`config.mk`:
```
export PLATFORM = sky130hd
export DESIGN_NAME = tlo_tx_line_output_formatter
export DESIGN_NICKNAME = d
export VERILOG_FILES = /design/src/tlo_pkg.sv /design/src/tlo_tx_line_output_formatter.sv
export SDC_FILE = /design/constraint.sdc
export NUM_CORES = 1
export LEC_CHECK = 0
export ABC_AREA = 1
export ABC_CLOCK_PERIOD_IN_PS = 4000
export BUFFER_PORTS_ARGS = -buffer_cell sky130_fd_sc_hd__buf_2
export CAP_MARGIN = 5
export CORE_MARGIN = 2
export CORE_UTILIZATION = 35
export CTS_CLUSTER_DIAMETER = 150
export DETAILED_ROUTE_END_ITERATION = 10
export SLEW_MARGIN = 5
export SYNTH_ARGS = -nofsm -noshare
export SYNTH_HDL_FRONTEND = slang
export SYNTH_SLANG_ARGS = --single-unit
```
`constraint.sdc`:
```
create_clock -name pclk -period 4 [get_ports pclk]
set_clock_uncertainty 0.2 [all_clocks]
set_input_delay 0.8 -clock pclk [delete_from_list [all_inputs] [get_ports pclk]]
set_output_delay 0.8 -clock pclk [all_outputs]
set_load 0.01 [all_outputs]
```
`src/tlo_pkg.sv`:
```
// Constants, field layout and mode types of the transmit line output formatter
// Function
// RULE_01 - Digital-rail select and tx line code bit 1 set selects dual-rail outputs.
// RULE_02 - Digital-rail select set with line code bit 1 clear selects optical output.
// RULE_03 - Analog transformer outputs are used only while digital-rail select is clear.
// RULE_04 - Analog outputs float after reset until code bit 1 set, tristate cleared.
// RULE_05 - Digital outputs float after reset until rail select set, tristate cleared.
// RULE_06 - Dual-rail pulses are half-baud when full-baud select is 0, full otherwise.
// RULE_07 - Dual-rail outputs update on rising transmit clock edges in both baud modes.
// RULE_08 - Polarity select sets dual-rail output polarity; active low after reset.
// RULE_09 - Single-rail mode sends unipolar data at 2048 or 1544 kbit/s.
// RULE_10 - NRZ single-rail data is full duty and updates on rising transmit edges.
// RULE_11 - CMI single-rail data updates on both transmit edges per CMI code.
// RULE_12 - Optical data polarity follows polarity select; active high after reset.
// RULE_13 - Frame marker flags the first bit of each frame, aligned with data.
// RULE_14 - Frame marker works only in optical mode.
// RULE_15 - Frame marker updates on rising transmit clock edges with the data.
// RULE_16 - In remote loopback the frame marker is invalid and must be ignored.
// RULE_17 - Receive side uses dual-rail inputs when rail select and rx code bit 1 set.
package tlo_pkg;

  // ==========================================================
  // Register map (byte addresses on the APB)
  localparam logic [7:0] TLO_ADDR_CTRL = 8'h00;
  localparam logic [7:0] TLO_ADDR_STATUS = 8'h04;

  // ==========================================================
  // Control register bit positions and reset value
  localparam int TLO_C_DIG = 0;
  localparam int TLO_C_CODE = 1;
  localparam int TLO_C_TRI = 2;
  localparam int TLO_C_FULL = 3;
  localparam int TLO_C_POL = 4;
  localparam int TLO_C_RXCODE = 5;
  localparam int TLO_C_CMI = 6;
  localparam int TLO_C_RLOOP = 7;
  localparam int TLO_CTRL_W = 8;
  localparam logic [7:0] TLO_CTRL_RESET = 8'h04;

  // ==========================================================
  // Status register bit positions
  localparam int TLO_S_UNDERRUN = 0;
  localparam int TLO_S_DUAL = 1;
  localparam int TLO_S_OPTICAL = 2;
  localparam int TLO_S_ANALOG = 3;
  localparam int TLO_S_RX_DUAL = 4;
  localparam int TLO_S_LEVEL = 8;

  // ==========================================================
  // Line word layout and buffer size
  localparam int TLO_W_DATA = 0;
  localparam int TLO_W_NEG = 1;
  localparam int TLO_W_FIRST = 2;
  localparam int TLO_WORD_W = 3;
  localparam int TLO_FIFO_DEPTH = 8;
  localparam int TLO_LEVEL_W = 4;

  // ==========================================================
  // Line rates, set by the transmit clock that the system supplies
  localparam int TLO_E1_KBPS = 2048;
  localparam int TLO_T1_KBPS = 1544;

  // Output path, one-hot
  typedef enum logic [2:0] {
    TLO_MODE_ANALOG = 3'b001,
    TLO_MODE_DUAL = 3'b010,
    TLO_MODE_OPTICAL = 3'b100
  } tlo_mode_t;

endpackage

```
`src/tlo_tx_line_output_formatter.sv`:
```
// Line-word FIFO and transmit line output formatter with APB registers
`timescale 1ns/1ns

// ==========================================================
// Synchronous FIFO with valid/ready on both sides
module tlo_fifo #(
  parameter int WIDTH = 3,
  parameter int DEPTH = 8,
  parameter int LVL_W = 4
) (
  input wire logic clk,
  input wire logic rst_n,
  input wire logic [WIDTH-1:0] in_data,
  input wire logic in_valid,
  output logic in_ready,
  output logic [WIDTH-1:0] out_data,
  output logic out_valid,
  input wire logic out_ready,
  output logic [LVL_W-1:0] level
);
  localparam int PW = $clog2(DEPTH);
  logic [WIDTH-1:0] mem_r [DEPTH];
  logic [PW:0] wr_ptr_r;
  logic [PW:0] wr_ptr_nxt;
  logic [PW:0] rd_ptr_r;
  logic [PW:0] rd_ptr_nxt;
  logic push;
  logic pop;

  // Full when pointers differ only in the wrap bit
  always_comb begin
    in_ready = (wr_ptr_r[PW] == rd_ptr_r[PW]) || (wr_ptr_r[PW-1:0] != rd_ptr_r[PW-1:0]);
    out_valid = (wr_ptr_r != rd_ptr_r);
    out_data = mem_r[rd_ptr_r[PW-1:0]];
    level = LVL_W'(wr_ptr_r - rd_ptr_r);
    push = in_valid && in_ready;
    pop = out_valid && out_ready;
    wr_ptr_nxt = push ? wr_ptr_r + 1'b1 : wr_ptr_r;
    rd_ptr_nxt = pop ? rd_ptr_r + 1'b1 : rd_ptr_r;
  end

  // Pointers
  always_ff @(posedge clk or negedge rst_n) begin
    if (!rst_n) begin
      wr_ptr_r <= '0;
      rd_ptr_r <= '0;
    end else begin
      wr_ptr_r <= wr_ptr_nxt;
      rd_ptr_r <= rd_ptr_nxt;
    end
  end

  // Storage carries no reset; only written words are ever read
  always_ff @(posedge clk) begin
    if (push) begin
      mem_r[wr_ptr_r[PW-1:0]] <= in_data;
    end
  end
endmodule

// ==========================================================
// Transmit line output formatter
module tlo_tx_line_output_formatter (
  input wire logic pclk,
  input wire logic presetn,
  input wire logic [7:0] paddr,
  input wire logic psel,
  input wire logic penable,
  input wire logic pwrite,
  input wire logic [31:0] pwdata,
  output logic [31:0] prdata,
  output logic pready,
  output logic pslverr,
  input wire logic transmit_clock,
  input wire logic [tlo_pkg::TLO_WORD_W-1:0] line_word,
  input wire logic line_word_valid,
  output logic line_word_ready,
  output logic tx_analog_line_a,
  output logic tx_analog_line_b,
  output logic tx_analog_oe,
  output logic tx_rail_positive,
  output logic tx_rail_negative,
  output logic tx_rail_oe,
  output logic tx_optical_data,
  output logic tx_optical_oe,
  output logic tx_frame_marker,
  output logic tx_frame_marker_oe,
  output logic rx_dual_rail_select
);

  // ==========================================================
  // Register bus
  logic [tlo_pkg::TLO_CTRL_W-1:0] ctrl_r;
  logic [tlo_pkg::TLO_CTRL_W-1:0] ctrl_nxt;
  logic underrun_r;
  logic underrun_nxt;
  logic [31:0] prdata_r;
  logic [31:0] prdata_nxt;
  logic [31:0] status;
  logic wr_ctrl;
  logic wr_status;
  logic mapped;
  logic [tlo_pkg::TLO_LEVEL_W-1:0] level;

  // Configuration bits by name
  logic dig_sel;
  logic tx_code;
  logic line_tri;
  logic full_baud;
  logic pol_sel;
  logic cmi;
  logic rloop;
  tlo_pkg::tlo_mode_t mode;

  // Zero-wait slave; a bad address is flagged in the access phase
  always_comb begin
    mapped = (paddr == tlo_pkg::TLO_ADDR_CTRL) || (paddr == tlo_pkg::TLO_ADDR_STATUS);
    pready = 1'b1;
    pslverr = psel && penable && !mapped;
    wr_ctrl = psel && penable && pwrite && (paddr == tlo_pkg::TLO_ADDR_CTRL);
    wr_status = psel && penable && pwrite && (paddr == tlo_pkg::TLO_ADDR_STATUS);
    prdata = prdata_r;
  end

  // Field decode of the control register
  always_comb begin
    dig_sel = ctrl_r[tlo_pkg::TLO_C_DIG];
    tx_code = ctrl_r[tlo_pkg::TLO_C_CODE];
    line_tri = ctrl_r[tlo_pkg::TLO_C_TRI];
    full_baud = ctrl_r[tlo_pkg::TLO_C_FULL];
    pol_sel = ctrl_r[tlo_pkg::TLO_C_POL];
    cmi = ctrl_r[tlo_pkg::TLO_C_CMI];
    rloop = ctrl_r[tlo_pkg::TLO_C_RLOOP];
    if (!dig_sel) begin
      mode = tlo_pkg::TLO_MODE_ANALOG; // RULE_03
    end else if (tx_code) begin
      mode = tlo_pkg::TLO_MODE_DUAL; // RULE_01
    end else begin
      mode = tlo_pkg::TLO_MODE_OPTICAL; // RULE_02
    end
  end

  // Status word shows live path and buffer state
  always_comb begin
    status = '0;
    status[tlo_pkg::TLO_S_UNDERRUN] = underrun_r;
    status[tlo_pkg::TLO_S_DUAL] = (mode == tlo_pkg::TLO_MODE_DUAL);
    status[tlo_pkg::TLO_S_OPTICAL] = (mode == tlo_pkg::TLO_MODE_OPTICAL);
    status[tlo_pkg::TLO_S_ANALOG] = (mode == tlo_pkg::TLO_MODE_ANALOG);
    status[tlo_pkg::TLO_S_RX_DUAL] = rx_dual_rail_select;
    status[tlo_pkg::TLO_S_LEVEL +: tlo_pkg::TLO_LEVEL_W] = level;
  end

  // Read data is captured in the setup phase so it comes from flops
  always_comb begin
    ctrl_nxt = ctrl_r;
    prdata_nxt = prdata_r;
    if (wr_ctrl) begin
      ctrl_nxt = pwdata[tlo_pkg::TLO_CTRL_W-1:0];
    end
    if (psel && !penable && !pwrite) begin
      if (paddr == tlo_pkg::TLO_ADDR_CTRL) begin
        prdata_nxt = {{(32 - tlo_pkg::TLO_CTRL_W){1'b0}}, ctrl_r};
      end else if (paddr == tlo_pkg::TLO_ADDR_STATUS) begin
        prdata_nxt = status;
      end else begin
        prdata_nxt = '0;
      end
    end
  end

  always_ff @(posedge pclk or negedge presetn) begin
    if (!presetn) begin
      ctrl_r <= tlo_pkg::TLO_CTRL_RESET;
      prdata_r <= '0;
    end else begin
      ctrl_r <= ctrl_nxt;
      prdata_r <= prdata_nxt;
    end
  end

  // ==========================================================
  // Transmit clock: synchronised, then edges found on pclk
  logic tclk_s1_r;
  logic tclk_s2_r;
  logic tclk_s3_r;
  logic rise;
  logic fall;

  always_ff @(posedge pclk or negedge presetn) begin
    if (!presetn) begin
      tclk_s1_r <= 1'b0;
      tclk_s2_r <= 1'b0;
      tclk_s3_r <= 1'b0;
    end else begin
      tclk_s1_r <= transmit_clock;
      tclk_s2_r <= tclk_s1_r;
      tclk_s3_r <= tclk_s2_r;
    end
  end

  // Bit rate is that of the transmit clock, so 2048 or 1544 kbit/s follows it
  always_comb begin
    rise = tclk_s2_r && !tclk_s3_r; // RULE_09
    fall = !tclk_s2_r && tclk_s3_r;
  end

  // ==========================================================
  // Line word buffer
  logic [tlo_pkg::TLO_WORD_W-1:0] head;
  logic head_valid;
  logic take;
  logic run;

  tlo_fifo #(
    .WIDTH(tlo_pkg::TLO_WORD_W),
    .DEPTH(tlo_pkg::TLO_FIFO_DEPTH),
    .LVL_W(tlo_pkg::TLO_LEVEL_W)
  ) u_fifo (
    .clk(pclk),
    .rst_n(presetn),
    .in_data(line_word),
    .in_valid(line_word_valid),
    .in_ready(line_word_ready),
    .out_data(head),
    .out_valid(head_valid),
    .out_ready(take),
    .level(level)
  );

  // ==========================================================
  // Output enables; the buffer only drains while the chosen path drives
  always_comb begin
    tx_analog_oe = !dig_sel && tx_code && !line_tri; // RULE_03 RULE_04
    tx_rail_oe = dig_sel && tx_code && !line_tri; // RULE_01 RULE_05
    tx_optical_oe = dig_sel && !tx_code && !line_tri; // RULE_02 RULE_05
    tx_frame_marker_oe = tx_optical_oe; // RULE_05 RULE_14
    rx_dual_rail_select = dig_sel && ctrl_r[tlo_pkg::TLO_C_RXCODE]; // RULE_17
    run = tx_analog_oe || tx_rail_oe || tx_optical_oe;
    take = rise && run;
  end

  // ==========================================================
  // Bit engine: marks and levels, polarity applied at the pin flops
  logic cur_data_r;
  logic cur_data_nxt;
  logic cmi_alt_r;
  logic cmi_alt_nxt;
  logic pos_r;
  logic pos_nxt;
  logic neg_r;
  logic neg_nxt;
  logic opt_r;
  logic opt_nxt;
  logic fm_r;
  logic fm_nxt;
  logic [tlo_pkg::TLO_WORD_W-1:0] word;

  // Polarity: 0 gives active-low rails and active-high optical data
  function automatic logic rail_pin(input logic mark, input logic pol);
    rail_pin = pol ? mark : !mark;
  endfunction

  function automatic logic opt_pin(input logic lvl, input logic pol);
    opt_pin = pol ? !lvl : lvl;
  endfunction

  // An empty buffer at a bit edge sends an idle zero and flags underrun
  always_comb begin
    word = head_valid ? head : '0;
    cur_data_nxt = cur_data_r;
    cmi_alt_nxt = cmi_alt_r;
    pos_nxt = pos_r;
    neg_nxt = neg_r;
    opt_nxt = opt_r;
    fm_nxt = fm_r;
    underrun_nxt = underrun_r;
    if (wr_status && pwdata[tlo_pkg::TLO_S_UNDERRUN]) begin
      underrun_nxt = 1'b0;
    end
    if (take && !head_valid) begin
      underrun_nxt = 1'b1;
    end
    if (rise) begin
      cur_data_nxt = word[tlo_pkg::TLO_W_DATA];
      pos_nxt = rail_pin(run && word[tlo_pkg::TLO_W_DATA], pol_sel); // RULE_07 RULE_08
      neg_nxt = rail_pin(run && word[tlo_pkg::TLO_W_NEG], pol_sel); // RULE_07 RULE_08
      if (cmi && word[tlo_pkg::TLO_W_DATA]) begin
        opt_nxt = opt_pin(cmi_alt_r, pol_sel); // RULE_11 RULE_12
        cmi_alt_nxt = !cmi_alt_r;
      end else begin
        opt_nxt = opt_pin(!cmi && word[tlo_pkg::TLO_W_DATA], pol_sel); // RULE_10 RULE_12
      end
      fm_nxt = run && word[tlo_pkg::TLO_W_FIRST]; // RULE_13 RULE_15
    end else if (fall) begin
      if (!full_baud) begin
        pos_nxt = rail_pin(1'b0, pol_sel); // RULE_06
        neg_nxt = rail_pin(1'b0, pol_sel); // RULE_06
      end
      if (cmi && !cur_data_r) begin
        opt_nxt = opt_pin(1'b1, pol_sel); // RULE_11
      end
    end
    // Marker held low outside optical mode; loopback makes it meaningless
    if (mode != tlo_pkg::TLO_MODE_OPTICAL || rloop) begin
      fm_nxt = 1'b0; // RULE_14 RULE_16
    end
  end

  always_ff @(posedge pclk or negedge presetn) begin
    if (!presetn) begin
      underrun_r <= 1'b0;
      cur_data_r <= 1'b0;
      cmi_alt_r <= 1'b0;
      pos_r <= 1'b1;
      neg_r <= 1'b1;
      opt_r <= 1'b0;
      fm_r <= 1'b0;
    end else begin
      underrun_r <= underrun_nxt;
      cur_data_r <= cur_data_nxt;
      cmi_alt_r <= cmi_alt_nxt;
      pos_r <= pos_nxt;
      neg_r <= neg_nxt;
      opt_r <= opt_nxt;
      fm_r <= fm_nxt;
    end
  end

  // Analog path carries the same marks to the external line driver
  always_comb begin
    tx_analog_line_a = pos_r;
    tx_analog_line_b = neg_r;
    tx_rail_positive = pos_r;
    tx_rail_negative = neg_r;
    tx_optical_data = opt_r;
    tx_frame_marker = fm_r;
  end
endmodule

```
# Word level (Yosys, flattened, before mapping)
# Memory sizes are Yosys's and may differ from the RTL's.
# Cells that the tools add are included.
[totals] ramBits=24 in_bits=50 word_cells=106 mem_count=1 ff_bits=58 out_inout_bits=46
[memory_table] memory="u_fifo.mem_r" words=8 word_bits=3 rd=1 rd_clocked_by_memory_dff=0 write_ports=1 line="tlo_tx_line_output_formatter.sv:22" source="logic [WIDTH-1:0] mem_r [DEPTH];"
[classes] eq_ne=9 n_reduce_logical=55 muxes=24 add_sub_neg=3
[ops] operator="$logic_and A1 B1 Y1" n=27
[ops] operator="$mux W12" n=2
[ops] operator="$mux W1" n=19
[ops] operator="$logic_not A1 Y1" n=15
[ops] operator="$mux W3" n=3
[ops] operator="$add A4 B1 Y4 const B" n=2
[ops] operator="$eq A8 B3 Y1 const B" n=1
[ops] operator="$logic_not A8 Y1" n=1
[ops] operator="$reduce_bool A2 Y1" n=4
[ops] operator="$reduce_and A2 Y1" n=3
[ops] operator="$logic_or A1 B1 Y1" n=5
[ops] operator="$ne A4 B4 Y1" n=1
[ops] operator="$sub A4 B4 Y4" n=1
[ops] operator="$eq A3 B1 Y1 const B" n=1
[ops] operator="$eq A3 B2 Y1 const B" n=1
[ops] operator="$eq A3 B3 Y1 const B" n=1
[ops] operator="$ne A3 B3 Y1" n=1
[ops] operator="$ne A3 B3 Y1 const B" n=1
[ops] operator="$ne A2 B1 Y1 const B" n=1
[ops] operator="$eq A1 B1 Y1" n=1

# Depth between registers and ports, before layout
[depth] word_depth=9 mapped_depth=12 ltp_nobuf=12

# Cells and area by module
# A second synthesis with hierarchy kept.
[unflattened] cells_unflattened=416 hier_area_um2=3392.0
[modules_own_cells] module="tlo_fifo" n_inst=1 cells_per_inst=199 area_per_inst_um2=1719.1
[modules_own_cells] module="tlo_tx_line_output_formatter" n_inst=1 cells_per_inst=217 area_per_inst_um2=1672.9

# Least setup slack after synthesis
# No wires, ideal clock.
[synth_path] path_kind="flip-flop to output port" start="reg u_fifo.rd_ptr_r[1]" end="out line_word_ready" required_ns=3.000 arrival_time_ns=1.349 path_slack_ns=1.651 stages_incl_launch_ff=7 cell_sequence="dfrtp_1 -> buf_2 -> inv_1 -> ha_1 -> nand2_1 -> nor2_1 -> nand2_2"
[synth_between] elab_chain_len=2
[synth_lines] item="start: declaration" line="tlo_tx_line_output_formatter.sv:25" source="logic [PW:0] rd_ptr_r;"
[synth_lines] item="start signal: assignment" line="tlo_tx_line_output_formatter.sv:49" source="rd_ptr_r <= rd_ptr_nxt;"
[synth_lines] item="$ne A3 B3 Y1" line="tlo_tx_line_output_formatter.sv:32" source="in_ready = (wr_ptr_r[PW] == rd_ptr_r[PW]) || (wr_ptr_r[PW-1:0] != rd_ptr_r[PW-1:0]);"
[synth_lines] item="$logic_or A1 B1 Y1" line="tlo_tx_line_output_formatter.sv:32"
[synth_lines] item="end: declaration" line="tlo_tx_line_output_formatter.sv:77" source="output logic line_word_ready,"
# Every way passes these cells.

# Worst setup path after layout
# Ends and elaborated chain as after synthesis.

==> metrics.txt <==
# TYPE chip_impl_metric gauge
chip_impl_info{name="result_of_the_run",value="finished, final reports clean"} 1
chip_impl_metric{name="io_pins",unit=""} 96
chip_impl_metric{name="cellLeakagePower",unit="nW"} 1.70
chip_impl_metric{name="crit_required",unit="ns"} 3.00
chip_impl_metric{name="post_synth_fa_ha_maj_area_fraction",unit="%"} 3.12
chip_impl_metric{name="syn_avg_cell_area",unit="sq um"} 9.61
chip_impl_metric{name="synth.top_cell.area_share",unit="%"} 28.7
chip_impl_metric{name="power_frac_seq",unit="%"} 42.5
chip_impl_metric{name="final_weighted_congestion_in_routability_driven_placement",unit=""} 0.801
chip_impl_info{name="yosys-top-cells-area",value="dfrtp_1 29%, edfxtp_1 24%, nand2_1 8.3%"} 1
chip_impl_info{name="cp-end-kind",value="output pin"} 1
chip_impl_metric{name="drt_drc_violations_left",unit=""} 0
chip_impl_metric{name="post_synth_instance_area",unit="sq um"} 3050
chip_impl_metric{name="timing.max_cap.violations",unit=""} 0
chip_impl_metric{name="grt_usage",unit="%"} 13.8
chip_impl_metric{name="fin_area",unit="sq um"} 3500
chip_impl_metric{name="fin_tns_setup",unit="ns"} 0
chip_impl_metric{name="grt_start_max_net_pins",unit=""} 39
chip_impl_metric{name="synth_edf_count",unit=""} 24
chip_impl_metric{name="share_clk_of_total_power",unit="%"} 28.0
chip_impl_info{name="combinational_family_with_the_most_area_after_synthesis",value="simple AND/OR/NAND/NOR gates"} 1
chip_impl_metric{name="layout-drive-gt1-share",unit="%"} 22.5
chip_impl_metric{name="firstDrtPassIters",unit=""} 4
chip_impl_metric{name="cts.repair.resized",unit=""} 0
chip_impl_metric{name="cts_buffers",unit=""} 9
chip_impl_metric{name="dr.first_iter.drc_count",unit=""} 86
chip_impl_info{name="leading_cell_type_by_number_of_instances_after_synthesis",value="nand2_1"} 1
chip_impl_metric{name="yosys-mux-area-fraction",unit="%"} 1.72
chip_impl_metric{name="postSynthCellCount",unit=""} 317
chip_impl_metric{name="internal_power",unit="mW"} 1.27
chip_impl_metric{name="async_reset_ff_share",unit="%"} 61.3
chip_impl_metric{name="total_gr_overflow",unit=""} 0
chip_impl_metric{name="port-buffer-count",unit=""} 50
chip_impl_metric{name="critical_path_arrival",unit="ns"} 2.19
chip_impl_metric{name="detail_route.wirelength",unit="microns"} 5980
chip_impl_metric{name="hpwl",unit="microns"} 4360
chip_impl_metric{name="power.density_cell_area",unit="nW/um^2"} 585
chip_impl_metric{name="wl_per_cell",unit="microns"} 12.4
chip_impl_metric{name="cts-hold-fix-buffers",unit=""} 0
chip_impl_metric{name="synthToLayoutAreaGrowth",unit="%"} 14.8
chip_impl_metric{name="finalMaxSlewViolations",unit=""} 0
chip_impl_metric{name="power.share.switching",unit="%"} 37.8
chip_impl_metric{name="floorplan.initialDensity",unit="%"} 35.5
chip_impl_metric{name="via_per_inst",unit=""} 4.46
chip_impl_metric{name="synth_seq_cells",unit=""} 62
chip_impl_metric{name="layout_worst_path_cycle_share",unit="%"} 79.8
chip_impl_metric{name="netSwitchingPower",unit="uW"} 773
chip_impl_metric{name="antenna_found_initial",unit=""} 0
chip_impl_metric{name="placed_insts",unit=""} 465
chip_impl_metric{name="finalWorstPathRequiredPeriod",unit="ns"} 3.19
chip_impl_info{name="synth_area_leader_cell",value="dfrtp_1"} 1
chip_impl_info{name="post_synth_top_flop",value="dfrtp_1"} 1
chip_impl_metric{name="post_synth_xor_area_fraction",unit="%"} 2.30
chip_impl_info{name="grt_setup_unrepaired",value="no"} 1
chip_impl_metric{name="slew-limit-headroom",unit="%"} 43.9
chip_impl_metric{name="ir_worst_vdd",unit="V"} 0.000207
chip_impl_metric{name="number_of_sinks_driven_by_the_clock_tree",unit=""} 62
chip_impl_metric{name="rows",unit=""} 34
chip_impl_metric{name="clkLatencyLatePin",unit="ns"} 0.36
chip_impl_metric{name="ctsHtreeMaxLevel",unit=""} 3
chip_impl_metric{name="die-width",unit="microns"} 97.3
chip_impl_info{name="setup.worst_path.class",value="flop to output pin"} 1
chip_impl_info{name="cts_tree",value="done"} 1
chip_impl_metric{name="number_of_nets_at_the_end_of_the_flow",unit=""} 425
chip_impl_metric{name="cp_max_fo",unit=""} 12
chip_impl_metric{name="timing.reg2reg.setup_slack",unit="ns"} 1.41
chip_impl_metric{name="power.share.combinational",unit="%"} 29.4
chip_impl_metric{name="synth.lib_cells_used.distinct",unit=""} 34
chip_impl_metric{name="diodes",unit=""} 0
chip_impl_metric{name="die_y",unit="microns"} 97.3
chip_impl_info{name="hold_class",value="flop to flop"} 1
chip_impl_metric{name="post_cts_buffers",unit=""} 0
chip_impl_metric{name="clock.fmax",unit="GHz"} 0.313
chip_impl_metric{name="final_cells",unit=""} 481
chip_impl_metric{name="yosysSeqAreaShare",unit="%"} 55.0
chip_impl_info{name="worst_setup_path_start_kind",value="flop"} 1
chip_impl_metric{name="grt_first_pass_wirelength",unit="microns"} 10200
chip_impl_metric{name="grt_pass1_vias",unit=""} 2096
chip_impl_metric{name="synth_compound_gate_area_share",unit="%"} 7.88
chip_impl_metric{name="dpl_cell_area",unit="sq um"} 3290
chip_impl_metric{name="via_count",unit=""} 2143
chip_impl_metric{name="max_root_sink_buffers",unit=""} 2
chip_impl_info{name="yosys-top-cells-count",value="67 x nand2_1, 35 x dfrtp_1, 33 x nor2_1"} 1
chip_impl_metric{name="route.antenna.remaining_nets",unit=""} 0
chip_impl_metric{name="overall_die_area",unit="sq um"} 9470
chip_impl_metric{name="core_area",unit="sq um"} 8590
chip_impl_info{name="cts_root_buf",value="clkbuf_8"} 1
chip_impl_metric{name="worst_tran_pin_value",unit="ns"} 0.841
chip_impl_metric{name="finalSetupViolCount",unit=""} 0
chip_impl_metric{name="post_synth_and_or_nand_nor_area_fraction",unit="%"} 18.9
chip_impl_metric{name="worst_setup_hold_path_clk_slew",unit="ns"} 0.08
chip_impl_metric{name="hold_violations",unit=""} 0
chip_impl_metric{name="fin_util",unit="%"} 40.7
chip_impl_metric{name="yosysWarningCount",unit=""} 0
## final cells by class
class | count | area (sq um)
Fill cell | 849 | 5090
Sequential cell | 62 | 1680
Multi-Input combinational cell | 213 | 1110
Timing Repair Buffer | 50 | 250
Tap cell | 108 | 135
Clock buffer | 9 | 124
Inverter | 32 | 120
Clock inverter | 7 | 80.1
## worst paths after layout
| check | from | end | cells after the start |
|---|---|---|---|
| max in group asynchronous | presetn | ctrl_r[3] | 1 |
| max reg2reg | u_fifo.rd_ptr_r[1] | u_fifo.mem_r[4][1] | 9 |
| min in group asynchronous | presetn | prdata[1] | 1 |
| min | tclk_s1_r | tclk_s2_r | 0 |
| max | u_fifo.rd_ptr_r[1] | line_word_ready | 6 |
| min reg2reg | tclk_s1_r | tclk_s2_r | 0 |
## layout by cell type (no fill, tap or decap), types with 4 or more instances in the layout
cell type,count
inv_1,29
a21oi_1,12
nand2_1,67
ha_1,6
nor2_1,33
clkbuf_8,9
buf_2,50
nor3_1,4
o21ai_0,21
xor2_1,6
conb_1,21
edfxtp_1,24
o211ai_1,4
nand3_1,17
dfrtp_1,35
## sequential cells by signal (all words and copies together), names as in the netlist, 4 cells and up
signal	flops
ctrl_r	8
u_fifo.mem_r	24
u_fifo.rd_ptr_r	4
prdata	12
u_fifo.wr_ptr_r	4
## per-stage QoR
step	setup WS, ns	hold slack, ns	power, mW
6_report	0.808	0.153	2.05
5_1_grt	0.631	0.171	2.20
4_1_cts	0.756	0.156	2.07
3_5_place_dp	1.17	0.138	1.49
3_3_place_gp	1.20	0.139	1.48
2_1_floorplan	1.65	0.131	1.34
## routing by layer
layer / share of wire [%] / vias to the layer above / wire [microns] / track usage [%]
met5: 0 / - / 0 / 0
met4: 2.2 / 0 / 131 / 5.45
met3: 4.7 / 12 / 281 / 4.03
met2: 47 / 56 / 2830 / 22.3
met1: 46 / 978 / 2730 / 17.6
li1: - / 1097 / - / -
## worst max-delay path, stage by stage, from the launching register on
cell and delay, ns:
dfrtp_1 0.64, inv_1 0.23, ha_1 0.35, nand2_1 0.06, nor2_1 0.29, nand2_2 0.12, buf_2 0.16
## power by group through the flow
stage / logic (mW) / registers, mW / clock network [mW]
global route: 0.699 / 0.888 / 0.611
CTS: 0.613 / 0.873 / 0.584
detailed placement: 0.605 / 0.885 / 0
finish: 0.602 / 0.871 / 0.574
floorplan: 0.495 / 0.843 / 0
global placement: 0.599 / 0.881 / 0
## cells by family (layout without fill, tap and decap cells)
logic type,after synthesis,after routing
AND/OR/NAND/NOR,131,131
flip-flops,62,62
buffers and inverters,61,98
AO/OA/AOI/OAI,42,42
XOR/XNOR,8,8
adder cells (fa/ha/maj),7,7
multiplexers,4,4
other,2,21
Note: power is estimated with default switching activity, not from simulation.
